$ cat src/msc_pkg.sv
// constants, encodings and state type for the multi-segment switch control block
// assumes a single 125 MHz sample clock shared by all users of the package
package msc_pkg;
  localparam int SEG_W = 4;
  localparam int NUM_SEG = 16;
  localparam int POS_W = 16;
  localparam int GAIN_W = 8;
  localparam int PL_W = 6;
  localparam int PL_DEPTH = 64;
  localparam int JUMP_W = 5;
  localparam int REP_W = 8;
  localparam int USEL_W = 2;
  localparam int NUM_USER = 4;
  localparam int DATA_W = SEG_W + POS_W + GAIN_W;
  localparam int GAP_W = 25;
  localparam int CLK_KHZ = 125000;
  localparam int SW_EQ_MS = 20;
  localparam int SW_DIFF_MS = 200;
  localparam int SW_EQ_CYC = SW_EQ_MS * CLK_KHZ;
  localparam int SW_DIFF_CYC = SW_DIFF_MS * CLK_KHZ;
  localparam logic [1:0] MODE_HOLD = 2'h0;
  localparam logic [1:0] MODE_ABRUPT = 2'h1;
  localparam logic [1:0] MODE_GAPLESS = 2'h2;
  localparam logic [1:0] MODE_PLAYLIST = 2'h3;
  localparam logic [1:0] NXT_NEXT = 2'h0;
  localparam logic [1:0] NXT_BLANK = 2'h1;
  localparam logic [1:0] NXT_ENDLESS = 2'h2;
  localparam logic [1:0] NXT_JUMP = 2'h3;
  localparam logic [SEG_W-1:0] RST_SEG = 4'h0;
  localparam logic [REP_W-1:0] REP_ONE = 8'h01;
  localparam logic [PL_W-1:0] PL_LAST = 6'h3F;
  typedef enum logic [2:0] {ST_LOAD, ST_PLAY, ST_GAP, ST_SCAN, ST_BLANK} msc_state_type;
endpackage : msc_pkg

$ cat src/msc_switch_ctrl.sv
// multi-segment switch control: picks the segment and sample index that playback reads
// assumes all inputs synchronous to clk_in; sample memory and gain stage sit downstream
`timescale 1ns/1ps
module msc_switch_ctrl
  import msc_pkg::*;
#(
  parameter int unsigned GAP_EQ_CYC = SW_EQ_CYC,
  parameter int unsigned GAP_DIFF_CYC = SW_DIFF_CYC
)
(
  input wire logic clk_in,
  input wire logic reset_n_in,
  input wire logic [1:0] mode_in,
  input wire logic rates_equal_in,
  input wire logic src_ext_in,
  input wire logic [USEL_W-1:0] user_sel_in,
  input wire logic [NUM_USER-1:0] user_conn_in,
  input wire logic exec_switch_in,
  input wire logic [SEG_W-1:0] target_seg_in,
  input wire logic [SEG_W-1:0] last_seg_in,
  input wire logic level_highest_in,
  input wire logic restart_in,
  input wire logic seg_we_in,
  input wire logic [SEG_W-1:0] seg_idx_in,
  input wire logic [POS_W-1:0] seg_len_in,
  input wire logic [GAIN_W-1:0] seg_crest_in,
  input wire logic pl_we_in,
  input wire logic [PL_W-1:0] pl_idx_in,
  input wire logic pl_en_in,
  input wire logic [SEG_W-1:0] pl_seg_in,
  input wire logic [REP_W-1:0] pl_rep_in,
  input wire logic [1:0] pl_next_in,
  input wire logic [JUMP_W-1:0] jump_to_entry_in,
  input wire logic out_ready_in,
  output logic out_valid_out,
  output logic [SEG_W-1:0] out_seg_out,
  output logic [POS_W-1:0] out_pos_out,
  output logic [GAIN_W-1:0] out_gain_out,
  output logic [SEG_W-1:0] cur_seg_out,
  output logic [PL_W-1:0] cur_entry_out,
  output logic gap_out,
  output logic blank_out,
  output logic pending_out,
  output logic fallback_out
);

  logic [POS_W-1:0] len_mem [NUM_SEG];
  logic [GAIN_W-1:0] crest_mem [NUM_SEG];
  logic pl_en_mem [PL_DEPTH];
  logic [SEG_W-1:0] pl_seg_mem [PL_DEPTH];
  logic [REP_W-1:0] pl_rep_mem [PL_DEPTH];
  logic [1:0] pl_next_mem [PL_DEPTH];
  logic [JUMP_W-1:0] pl_jump_mem [PL_DEPTH];

  msc_state_type st_r, st_nxt;
  logic [SEG_W-1:0] cur_seg_r, cur_seg_nxt;
  logic [SEG_W-1:0] load_seg_r, load_seg_nxt;
  logic [SEG_W-1:0] pend_seg_r, pend_seg_nxt;
  logic [SEG_W-1:0] tgt_prev_r, tgt_prev_nxt;
  logic [POS_W-1:0] pos_r, pos_nxt;
  logic [GAP_W-1:0] gap_cnt_r, gap_cnt_nxt;
  logic [PL_W-1:0] entry_r, entry_nxt;
  logic [PL_W-1:0] scan_cnt_r, scan_cnt_nxt;
  logic [REP_W-1:0] rep_left_r, rep_left_nxt;
  logic pend_r, pend_nxt;
  logic ext_prev_r, ext_prev_nxt;
  logic pl_prev_r, pl_prev_nxt;

  logic [1:0] mode_eff;
  logic pl_mode;
  logic ext_lvl;
  logic sw_evt;
  logic tgt_chg;
  logic [SEG_W-1:0] evt_seg;
  logic [SEG_W-1:0] base_seg;
  logic [POS_W-1:0] last_pos;
  logic [GAP_W-1:0] gap_len;
  logic [GAIN_W-1:0] max_crest;
  logic [GAIN_W-1:0] gain;
  logic emit;
  logic eos;
  logic fifo_in_ready;

  // table writes by the host; lengths and crest factors per segment, play-list per entry
  always_ff @(posedge clk_in)
  begin
    if (seg_we_in)
    begin
      len_mem[seg_idx_in] <= seg_len_in;
      crest_mem[seg_idx_in] <= seg_crest_in;
    end
    if (pl_we_in)
    begin
      pl_en_mem[pl_idx_in] <= pl_en_in;
      pl_seg_mem[pl_idx_in] <= pl_seg_in;
      pl_rep_mem[pl_idx_in] <= pl_rep_in;
      pl_next_mem[pl_idx_in] <= pl_next_in;
      pl_jump_mem[pl_idx_in] <= jump_to_entry_in;
    end
  end

  always_comb
  begin
    max_crest = '0;
    for (int i = 0; i < NUM_SEG; i++)
    begin
      if (crest_mem[i] > max_crest)
      begin
        max_crest = crest_mem[i];
      end
    end
    gain = level_highest_in ? max_crest : crest_mem[cur_seg_r];
  end

  // seamless modes fall back when rates differ: gapless acts abrupt, play-list acts hold
  always_comb
  begin
    mode_eff = mode_in;
    if (!rates_equal_in && mode_in == MODE_GAPLESS)
    begin
      mode_eff = MODE_ABRUPT;
    end
    else if (!rates_equal_in && mode_in == MODE_PLAYLIST)
    begin
      mode_eff = MODE_HOLD;
    end
  end

  assign pl_mode = (mode_eff == MODE_PLAYLIST);
  assign ext_lvl = user_conn_in[user_sel_in];
  assign sw_evt = pl_mode ? 1'b0 : (src_ext_in ? (ext_lvl & ~ext_prev_r) : exec_switch_in);
  // on the load cycle the segment being loaded is the one an external step counts from
  assign base_seg = (st_r == ST_LOAD) ? load_seg_r : cur_seg_r;
  assign evt_seg = src_ext_in ? ((base_seg == last_seg_in) ? RST_SEG : base_seg + 4'h1) : target_seg_in;
  assign tgt_chg = (target_seg_in != tgt_prev_r);
  assign gap_len = rates_equal_in ? GAP_W'(GAP_EQ_CYC) : GAP_W'(GAP_DIFF_CYC);
  // a zero length is played as one sample so the end point always exists
  assign last_pos = (len_mem[cur_seg_r] == '0) ? '0 : len_mem[cur_seg_r] - 16'h0001;
  assign emit = (st_r == ST_PLAY) && fifo_in_ready;
  assign eos = emit && (pos_r == last_pos);

  always_comb
  begin
    st_nxt = st_r;
    cur_seg_nxt = cur_seg_r;
    load_seg_nxt = load_seg_r;
    pend_seg_nxt = pend_seg_r;
    pend_nxt = pend_r;
    pos_nxt = pos_r;
    gap_cnt_nxt = gap_cnt_r;
    entry_nxt = entry_r;
    scan_cnt_nxt = scan_cnt_r;
    rep_left_nxt = rep_left_r;
    tgt_prev_nxt = target_seg_in;
    ext_prev_nxt = ext_lvl;
    pl_prev_nxt = pl_mode;
    if (emit)
    begin
      pos_nxt = eos ? '0 : pos_r + 16'h0001;
    end
    if ((pl_mode && !pl_prev_r) || (pl_mode && restart_in))
    begin
      st_nxt = ST_SCAN;
      entry_nxt = '0;
      scan_cnt_nxt = '0;
      pend_nxt = 1'b0;
    end
    else if (!pl_mode && pl_prev_r)
    begin
      st_nxt = ST_LOAD;
      load_seg_nxt = target_seg_in;
      pend_nxt = 1'b0;
    end
    else if (pl_mode)
    begin
      unique case (st_r)
        ST_SCAN:
        begin
          if (pl_en_mem[entry_r])
          begin
            st_nxt = ST_PLAY;
            cur_seg_nxt = pl_seg_mem[entry_r];
            rep_left_nxt = (pl_rep_mem[entry_r] == '0) ? REP_ONE : pl_rep_mem[entry_r];
            pos_nxt = '0;
          end
          else if (scan_cnt_r == PL_LAST)
          begin
            st_nxt = ST_BLANK; // nothing enabled: stay silent until restart or until play-list mode is left
          end
          else
          begin
            entry_nxt = entry_r + 6'h01;
            scan_cnt_nxt = scan_cnt_r + 6'h01;
          end
        end
        ST_PLAY:
        begin
          if (eos && pl_next_mem[entry_r] != NXT_ENDLESS)
          begin
            if (rep_left_r > REP_ONE)
            begin
              rep_left_nxt = rep_left_r - REP_ONE;
            end
            else
            begin
              unique case (pl_next_mem[entry_r])
                NXT_NEXT:
                begin
                  st_nxt = ST_SCAN;
                  entry_nxt = entry_r + 6'h01;
                  scan_cnt_nxt = '0;
                end
                NXT_BLANK:
                begin
                  st_nxt = ST_BLANK;
                end
                NXT_JUMP:
                begin
                  st_nxt = ST_SCAN;
                  entry_nxt = {1'b0, pl_jump_mem[entry_r]};
                  scan_cnt_nxt = '0;
                end
                NXT_ENDLESS:
                begin
                  st_nxt = ST_PLAY;
                end
              endcase
            end
          end
        end
        ST_LOAD, ST_GAP, ST_BLANK:
        begin
          st_nxt = st_r; // leaving only by restart or by leaving play-list mode above
        end
      endcase
    end
    else
    begin
      unique case (st_r)
        ST_LOAD:
        begin
          st_nxt = ST_PLAY;
          cur_seg_nxt = load_seg_r;
          pos_nxt = '0;
          // in hold and abrupt modes a request on the load cycle is not lost: it opens a new gap at once
          if ((mode_eff == MODE_HOLD && tgt_chg) || (mode_eff == MODE_ABRUPT && sw_evt))
          begin
            st_nxt = ST_GAP;
            load_seg_nxt = (mode_eff == MODE_HOLD) ? target_seg_in : evt_seg;
            gap_cnt_nxt = gap_len;
          end
        end
        ST_PLAY, ST_GAP:
        begin
          if (st_r == ST_GAP)
          begin
            gap_cnt_nxt = gap_cnt_r - 25'h0000001;
            if (gap_cnt_r <= 25'h0000001)
            begin
              st_nxt = ST_LOAD;
            end
          end
          if (mode_eff == MODE_HOLD && tgt_chg)
          begin
            st_nxt = ST_GAP;
            load_seg_nxt = target_seg_in;
            gap_cnt_nxt = gap_len;
          end
          else if (mode_eff == MODE_ABRUPT && sw_evt)
          begin
            st_nxt = ST_GAP;
            load_seg_nxt = evt_seg;
            gap_cnt_nxt = gap_len;
          end
          else if (mode_eff == MODE_GAPLESS && st_r == ST_PLAY)
          begin
            if (eos && pend_r)
            begin
              cur_seg_nxt = pend_seg_r;
              pend_nxt = 1'b0;
            end
            // a request landing on the end cycle is kept for the next end
            if (sw_evt || (!src_ext_in && tgt_chg))
            begin
              pend_nxt = 1'b1;
              pend_seg_nxt = sw_evt ? evt_seg : target_seg_in;
            end
          end
          if (mode_eff != MODE_GAPLESS)
          begin
            pend_nxt = 1'b0;
          end
        end
        ST_SCAN, ST_BLANK:
        begin
          st_nxt = ST_LOAD;
          load_seg_nxt = target_seg_in;
        end
      endcase
    end
  end

  always_ff @(posedge clk_in or negedge reset_n_in)
  begin
    if (!reset_n_in)
    begin
      st_r <= ST_LOAD;
      cur_seg_r <= RST_SEG;
      load_seg_r <= RST_SEG;
      pend_seg_r <= RST_SEG;
      tgt_prev_r <= RST_SEG;
      pend_r <= 1'b0;
      pos_r <= '0;
      gap_cnt_r <= '0;
      entry_r <= '0;
      scan_cnt_r <= '0;
      rep_left_r <= REP_ONE;
      ext_prev_r <= 1'b0;
      pl_prev_r <= 1'b0;
    end
    else
    begin
      st_r <= st_nxt;
      cur_seg_r <= cur_seg_nxt;
      load_seg_r <= load_seg_nxt;
      pend_seg_r <= pend_seg_nxt;
      tgt_prev_r <= tgt_prev_nxt;
      pend_r <= pend_nxt;
      pos_r <= pos_nxt;
      gap_cnt_r <= gap_cnt_nxt;
      entry_r <= entry_nxt;
      scan_cnt_r <= scan_cnt_nxt;
      rep_left_r <= rep_left_nxt;
      ext_prev_r <= ext_prev_nxt;
      pl_prev_r <= pl_prev_nxt;
    end
  end

  // two-entry output buffer: a receiver stall holds the sample counter, no word is lost
  logic [DATA_W-1:0] buf_r [2];
  logic [DATA_W-1:0] buf_nxt [2];
  logic wr_ptr_r, wr_ptr_nxt;
  logic rd_ptr_r, rd_ptr_nxt;
  logic [1:0] cnt_r, cnt_nxt;
  logic pop;

  assign fifo_in_ready = (cnt_r != 2'h2);
  assign pop = out_valid_out && out_ready_in;

  always_comb
  begin
    buf_nxt = buf_r;
    wr_ptr_nxt = wr_ptr_r;
    rd_ptr_nxt = rd_ptr_r;
    cnt_nxt = cnt_r;
    if (emit)
    begin
      buf_nxt[wr_ptr_r] = {cur_seg_r, pos_r, gain};
      wr_ptr_nxt = ~wr_ptr_r;
    end
    if (pop)
    begin
      rd_ptr_nxt = ~rd_ptr_r;
    end
    cnt_nxt = cnt_r + {1'b0, emit} - {1'b0, pop};
  end

  always_ff @(posedge clk_in or negedge reset_n_in)
  begin
    if (!reset_n_in)
    begin
      buf_r[0] <= '0;
      buf_r[1] <= '0;
      wr_ptr_r <= 1'b0;
      rd_ptr_r <= 1'b0;
      cnt_r <= 2'h0;
    end
    else
    begin
      buf_r <= buf_nxt;
      wr_ptr_r <= wr_ptr_nxt;
      rd_ptr_r <= rd_ptr_nxt;
      cnt_r <= cnt_nxt;
    end
  end

  assign out_valid_out = (cnt_r != 2'h0);
  assign {out_seg_out, out_pos_out, out_gain_out} = buf_r[rd_ptr_r];
  assign cur_seg_out = cur_seg_r;
  assign cur_entry_out = entry_r;
  assign gap_out = (st_r == ST_GAP);
  assign blank_out = (st_r == ST_BLANK);
  assign pending_out = pend_r;
  assign fallback_out = (mode_eff != mode_in);

endmodule : msc_switch_ctrl

$ cat config.mk
export PLATFORM = sky130hd
export DESIGN_NAME = msc_switch_ctrl
export DESIGN_NICKNAME = d
export VERILOG_FILES = /design/src/msc_pkg.sv /design/src/msc_switch_ctrl.sv
export SDC_FILE = /design/constraint.sdc
export NUM_CORES = 2
export LEC_CHECK = 0
export BUFFER_PORTS_ARGS = -buffer_cell sky130_fd_sc_hd__buf_2
export CORE_UTILIZATION = 31
export DETAILED_ROUTE_END_ITERATION = 10
export HOLD_SLACK_MARGIN = 0.06
export PLACE_DENSITY = 0.49
export RECOVER_POWER = 25
export SLEW_MARGIN = 10
export SYNTH_ARGS = -nofsm -noshare
export SYNTH_HDL_FRONTEND = slang
export SYNTH_SLANG_ARGS = --single-unit
$ cat constraint.sdc
create_clock -name clk_in -period 53.1 [get_ports clk_in]
set_input_delay 2.655 -clock clk_in [delete_from_list [all_inputs] [get_ports clk_in]]
set_output_delay 2.655 -clock clk_in [all_outputs]
set_load 0.02 [all_outputs]
Yosys cells after proc, flatten, opt, wreduce, memory -nomap -nowiden --
Memories as Yosys holds them, arrays and structs flattened. Cells that the tools add are included.
Cells by class: bitwise logic cells 11, equal/unequal tests 50, multiplexer cells 115, magnitude comparators 22, reduce and logical (&&, ||, !) cells 49, add/sub/neg operators 9
Operators by type and width (count):
- $mux W8 | 21
- $mux W16 | 9
- $mux W25 | 5
- $gt A8 B8 Y1 | 15
- $mux W28 | 4
- $mux W6 | 15
- $mux W4 | 17
- $bwmux W56 | 1
- $pmux W25 S2 | 1
- $pmux W6 S2 | 3
- $mux W3 | 11
- $demux W28 S1 | 1
- $le A25 B1 Y1 const B | 1
- $sub A25 B1 Y25 const B | 1
- $reduce_and A8 Y1 | 3
- $ne A3 B3 Y1 const B | 7
- $pmux W3 S3 | 2
- $reduce_and A6 Y1 | 3
- $mux W1 | 17
- $add A16 B1 Y16 const B | 1
- $eq A16 B16 Y1 | 1
- $gt A8 B1 Y1 const B | 2
- $logic_not A16 Y1 | 1
- $pmux W8 S2 | 1
- other kinds (52) | 113
Storage, ports and cells: memories kept 7, register bits after elaboration 143, output and inout port bits 43, memory bits (writable) 1664, word-level logic and storage cells 281, input bits 80
Memory list:
- pl_rep_mem | depth 64, bits a word 8, read ports 1, clocked after Yosys merged registers in 0, write ports 1, RTL line msc_switch_ctrl.sv:51 | logic [REP_W-1:0] pl_rep_mem [PL_DEPTH];
- pl_jump_mem | depth 64, bits a word 5, read ports 1, clocked after Yosys merged registers in 0, write ports 1, RTL line msc_switch_ctrl.sv:53 | logic [JUMP_W-1:0] pl_jump_mem [PL_DEPTH];
- len_mem | depth 16, bits a word 16, read ports 1, clocked after Yosys merged registers in 0, write ports 1, RTL line msc_switch_ctrl.sv:47 | logic [POS_W-1:0] len_mem [NUM_SEG];
- pl_seg_mem | depth 64, bits a word 4, read ports 1, clocked after Yosys merged registers in 0, write ports 1, RTL line msc_switch_ctrl.sv:50 | logic [SEG_W-1:0] pl_seg_mem [PL_DEPTH];
- crest_mem | depth 16, bits a word 8, read ports 17, clocked after Yosys merged registers in 0, write ports 1, RTL line msc_switch_ctrl.sv:48 | logic [GAIN_W-1:0] crest_mem [NUM_SEG];
- pl_next_mem | depth 64, bits a word 2, read ports 1, clocked after Yosys merged registers in 0, write ports 1, RTL line msc_switch_ctrl.sv:52 | logic [1:0] pl_next_mem [PL_DEPTH];
- 1 more memories

Longest topological paths before layout --
An unclocked memory read counts as a cell.
depth in word-level cells 35, gate-level depth with buffers 162, depth with buffers taken out 153

Least setup slack after synthesis --
No wires, ideal clock.
path kind reg-to-reg, from mem crest_mem[1][1], to reg buf_r[29] (netlist bit), library setup time 82 ps, period minus slack after synthesis 27914 ps, data required time 53018 ps, slack 25186 ps, cell stages (with the launch flop) 157, path buffers 9, arrival time 27832 ps, cells stage by stage edfxtp_1 ha_1 nor2b_1 o211ai_1 a21oi_1 o22ai_1 mux2i_1 ha_1 and3_1 a221o_1 a21o_1 nand2_1 nor2_1 a21oi_1 inv_1 ha_1 a21o_1 a21o_1 (+121 left out) a21o_1 a21o_1 a21oi_1 nand2_1 a31o_1 o31a_1 nand2_2 buf_2 o21ai_1 ha_1 a21o_1 a21o_1 a21oi_1 o21ai_0 o21ai_1 nor2_1 a211o_1 a31oi_1
RTL lines:
- start, declared | RTL line msc_switch_ctrl.sv:48
- end signal, assigned | RTL line msc_switch_ctrl.sv:380 | buf_r <= buf_nxt;
- end, declared | RTL line msc_switch_ctrl.sv:340 | logic [DATA_W-1:0] buf_r [2];

==> results by stage <==
Logic synthesis:
- Sorting the synthesized cells by area gives the leading types as sky130_fd_sc_hd__edfxtp_1 65%, sky130_fd_sc_hd__mux4_2 11%, sky130_fd_sc_hd__dfrtp_1 4.6%, sky130_fd_sc_hd__mux2i_1 2.4%, sky130_fd_sc_hd__mux2_2 1.9%.
- In this run, synthesis inferred 1664 flip-flops with an integrated enable.
- The cell count after synthesis is 4502.
- The async set-or-reset flop fraction in the synthesized netlist is under 10%.
- Counting distinct cell types in the post-synthesis netlist gives 95.
- The number of nets in the synthesized netlist is roughly 4.7k.
- sky130_fd_sc_hd__edfxtp_1 takes more of the synthesized area than any other cell.
- After synthesis the cells add up to roughly 0.077 mm^2.
- The fraction of synthesized cell area taken by the top area cell type is 64.8%.
- The most used flip-flop cell after synthesis is sky130_fd_sc_hd__edfxtp_1.
- The sequential area share after synthesis is approximately 70%.
- The number of warnings issued by yosys is 0.
- The average instance area after synthesis is between 15 and 20 um^2.
- The register bit count reported by yosys is 1807.

Power:
- Summed over all cells, the static leakage comes to 28.4 nW.
- The design internal power is 3.28 mW.
- Combinational logic burns 42.1% of the power.
- Sequential cells account for 31.8% of the total power.
- Per report_power, the clock group accounts for about a quarter of the total.
- The worst vdd rail ir drop is 217 uV.
- The switching share of power is between 30 and 40%.
- In this run the power density over the cells is between 50 and 60 mW/mm^2.
- The net switching component of the power is 1.91 mW.

Placed design:
- The weighted congestion at the end of routability-driven global placement is 0.817.
- After legalization and detailed placement, the total HPWL measured 128 mm.
- The cell count after placement is 7847.
- The worst setup slack before clock tree synthesis is 21500 ps.
- The cell area reported after detailed placement is 0.0823 mm^2.
- The number of input and output port buffers inserted is 122.

Floorplan:
- From bottom edge to top edge, the die measures about 500 um.
- The x dimension of the die is 501 um.
- Once the floorplan was initialized, standard cells occupied a little under a third of the core.
- The top-level port count is between 100 and 150.
- The die footprint is 0.251 mm^2.
- The number of rows created at floorplan is 182.
- The core region is around 0.25 mm^2.

Job:
- The max-capacitance violation count is 16.

Critical path:
- The maximum fanout along the worst path is 14.
- The endpoint identified for the worst register-to-register timing path is buf_r[30].
- The worst register-to-register path begins at crest_mem[1][1].
- STA classifies the critical path endpoint as a flip-flop.
- For this design, the slowest cell found on the critical path is sky130_fd_sc_hd__o22ai_1.
- The worst-case register-to-register setup slack is 21200 ps.
- The setup path with the least slack is of type reg -> reg.
- The kind of cell with the highest combined delay on the critical path is compound AO/OA/AOI/OAI gates.
- The largest single stage delay on the critical path is 670 ps.
- STA classifies the critical path startpoint as a flip-flop.
- The number of buffers and inverters on the critical path is 11.
- Counting cells, the worst reg-to-reg path comes to 147.
- The path length in cells of the critical path is 147.
- Data on the critical path is required at its endpoint by 53760 ps.
- The most critical setup path has its startpoint at crest_mem[1][1].
- In this design, the critical path's most frequently occurring cell is sky130_fd_sc_hd__a21o_1.
- The capturing instance or port of the critical path is buf_r[30].
- The arrival time at the worst endpoint is ~33000 ps.

Timing:
- The number of endpoints failing setup at the final stage is 0.
- The total count of max-transition violations in the final report is between 1k and 1.5k.
- The worst path meets setup with 21200 ps of slack.
- The highest clock frequency the design can meet is 0.0314 GHz.
- The post-route clock skew is about 70 ps.
- Setup repair after global routing left no endpoint under its margin.
- The minimum clock period after layout is 31900 ps.
- The final-report hold violation count was 0.
- The final cycle utilization of the critical path is 60.1%.
- The final sum of negative setup slack is 0 ps.
- Measured against its own limit, the worst slew margin works out to -172%.
- The actual transition at the worst max-transition pin is 4080 ps.

Clocking:
- The clock reaches the later pin of the worst-skew pair after 840 ps.
- The clock root buffer is sky130_fd_sc_hd__clkbuf_16.
- The TritonCTS clock tree is done.
- The CTS clock-pin slew for the worst setup and hold paths is 60 ps.
- The number of buffers added for setup after CTS is 0.
- Post-CTS repair changed the size of 0 cells.
- The clock sink total is 1807.
- The maximum number of buffers from clock root to sink is 3.
- TritonCTS created 196 clock buffers.
- The number of buffers inserted for hold repair after clock tree synthesis is 0.
- The maximum level of the CTS H-tree is 4.

Route:
- Using the TritonRoute via totals, the vias-per-cell ratio works out to 5.18.
- The routed length per instance is 26.1 um.
- The count of nets left with antenna violations after detail routing is 0.
- The violation count after the first detailed-route iteration is approximately 3.7k.
- For this run, the detailed router's first-pass iteration total came to 5.
- The final wirelength is 214 mm.
- The remaining routing DRC violations is 0.
- The total number of vias is 42.5k.

Min path:
- The min-delay analysis places its worst path in the category reg -> reg.
- The startpoint identified for the worst hold timing path is buf_r[19].

Final layout:
- For this run, the number of standard cells in the final layout without fillers is 8207.
- The growth of design area from synthesis to finish is 15.0%.
- The final non-filler cell area is approximately 0.089 mm^2.
- The number of fillers in the final layout is 23.0k.
- Summing all flip-flop and latch instances after layout gives around 0.054 mm^2.
- The ratio of cells with drive above 1 in the final layout is 23.0%.
- The multi-input combinational cells in the finished layout cover a total of 0.0225 mm^2.
- After the last flow step, the layout net total stands at between 4k and 5k.

Run status:
- The run finished, with violations left.
- The final reports fail on max-capacitance violations, max-slew violations.

GRT:
- Across every metal layer, demand over resource in global routing totals 17.0%.
- The pin count of the biggest net entering global routing is 86.
- The global-route congestion overflow total is 0.
- The number of global-route vias before repair is 42.8k.
- The first global-routing pass estimated 310 mm of wire.
- The number of antenna violations at the first check in global routing was 21.
[through the flow]
stage | util [%] | hold slack [ps] | total power, mW
after global routing | 35.9 | 491 | 5.51
final | 35.9 | 470 | 5.19
after CTS | 36.0 | 474 | 5.22
after global placement | 33.4 | 453 | 3.84
after floorplan | - | 440 | 3.34
after detailed placement | 33.4 | 458 | 3.86
[state kept, by name, indices dropped and copies added (netlist names), 6 cells and up]
name	flops
pl_rep_mem	512
pl_jump_mem	320
len_mem	256
pl_seg_mem	256
crest_mem	128
pl_next_mem	128
pl_en_mem	64
buf_r	56
gap_cnt_r	25
pos_r	16
rep_left_r	8
cur_entry_out	6
scan_cnt_r	6
[worst register-to-register path, delay by kind of cell (launching register included)]
kind	cells	cell delay (ps)
simple gates	28	4400
fa+ha+maj	15	4370
compound gates	80	18040
flops	1	440
buf+inv	11	970
mux	13	3470
[area by class of cell]
type	count	share of cell area, %
inverter	115	0.487
clock inverter	122	1.40
antenna	2	0.00565
tap	3312	4.68
timing repair buffer	252	1.74
sequential	1807	60.5
clock buffer	236	5.75
multi-input combinational	2361	25.5
[placed cells by master (no fill, tap or decap), drive strengths merged, types with 19 or more instances in the layout]
master  Yosys  layout
nand3      39      39
o221ai     38      38
clkbuf    159     281
dfrtp     142     142
nor2b      19      19
xnor2      31      31
o21ai     185     185
mux4      392     392
nand2     233     233
mux2i     181     181
o22ai      59      59
a22oi      19      19
a21o       32      32
nor3       44      44
inv       114     121
edfxtp   1664    1664
mux2      133     133
nand2b     26      26
ha        111     111
clkinv      1      90
and3       19      19
xor2       22      22
bufinv      0      20
nor2      236     236
a31oi      22      22
buf        60     207
a21oi     239     239
nand4      20      20
[Yosys cell counts, types with 5 or more instances]
master / n
sky130_fd_sc_hd__a211o_1: 6
sky130_fd_sc_hd__a211oi_1: 17
sky130_fd_sc_hd__a21o_1: 32
sky130_fd_sc_hd__a21oi_1: 237
sky130_fd_sc_hd__a221oi_1: 15
sky130_fd_sc_hd__a22oi_1: 18
sky130_fd_sc_hd__a31oi_1: 22
sky130_fd_sc_hd__and2_1: 17
sky130_fd_sc_hd__and3_1: 19
sky130_fd_sc_hd__and4_1: 9
sky130_fd_sc_hd__buf_1: 55
sky130_fd_sc_hd__clkbuf_1: 157
sky130_fd_sc_hd__dfrtp_1: 142
sky130_fd_sc_hd__edfxtp_1: 1664
sky130_fd_sc_hd__ha_1: 111
sky130_fd_sc_hd__inv_1: 114
sky130_fd_sc_hd__mux2_2: 131
sky130_fd_sc_hd__mux2i_1: 181
sky130_fd_sc_hd__mux4_2: 392
sky130_fd_sc_hd__nand2_1: 231
sky130_fd_sc_hd__nand2b_1: 26
sky130_fd_sc_hd__nand3_1: 39
sky130_fd_sc_hd__nand3b_1: 13
sky130_fd_sc_hd__nand4_1: 20
sky130_fd_sc_hd__nor2_1: 235
sky130_fd_sc_hd__nor2b_1: 19
sky130_fd_sc_hd__nor3_1: 43
sky130_fd_sc_hd__nor3b_1: 9
sky130_fd_sc_hd__nor4_1: 11
sky130_fd_sc_hd__o2111ai_1: 6
sky130_fd_sc_hd__o211a_1: 5
sky130_fd_sc_hd__o211ai_1: 17
sky130_fd_sc_hd__o21a_1: 13
sky130_fd_sc_hd__o21ai_0: 168
sky130_fd_sc_hd__o21ai_1: 17
sky130_fd_sc_hd__o221ai_1: 38
sky130_fd_sc_hd__o22a_1: 12
sky130_fd_sc_hd__o22ai_1: 59
sky130_fd_sc_hd__o31ai_1: 13
sky130_fd_sc_hd__or2_2: 5
sky130_fd_sc_hd__or3_1: 16
sky130_fd_sc_hd__xnor2_1: 31
sky130_fd_sc_hd__xor2_1: 22
[power groups by stage]
stage | sequential (mW) | clock, mW | combinational (mW)
finish | 1.65 | 1.35 | 2.19
global route | 1.66 | 1.44 | 2.42
CTS | 1.65 | 1.38 | 2.19
detailed placement | 1.68 | 0 | 2.18
global placement | 1.68 | 0 | 2.16
floorplan | 1.65 | 0 | 1.69
[how the worst min path moves through the flow]
stage | to | slack, ps | cells after the start
after floorplan | buf_r[17] | 440 | 2
after global placement | buf_r[16] | 450 | 2
after detailed placement | buf_r[17] | 460 | 2
after CTS | buf_r[24] | 470 | 2
after global routing | buf_r[26] | 490 | 2
final | buf_r[19] | 470 | 2
[kinds of logic (layout without fill, tap and decap cells)]
family	after synthesis	count (layout)	share of synthesized area, %
and+or+nand+nor	727	727	4.37
buffers and inverters	334	725	1.64
adders and majority gates	114	114	1.84
AOI/OAI and AO/OA	761	761	6.29
other	0	2	0
DFF	1807	1807	69.5
muxes	706	706	15.8
xor gates and xnor gates	53	53	0.602
[routing by layer]
metal	track usage [%]	up-vias	share of wire [%]
li1	-	18650	-
met1	24.1	22378	45
met2	27.4	1180	47
met3	2.81	263	5.7
met4	3.80	4	1.9
met5	0	-	0.011
(Power assumes the default switching activity.)
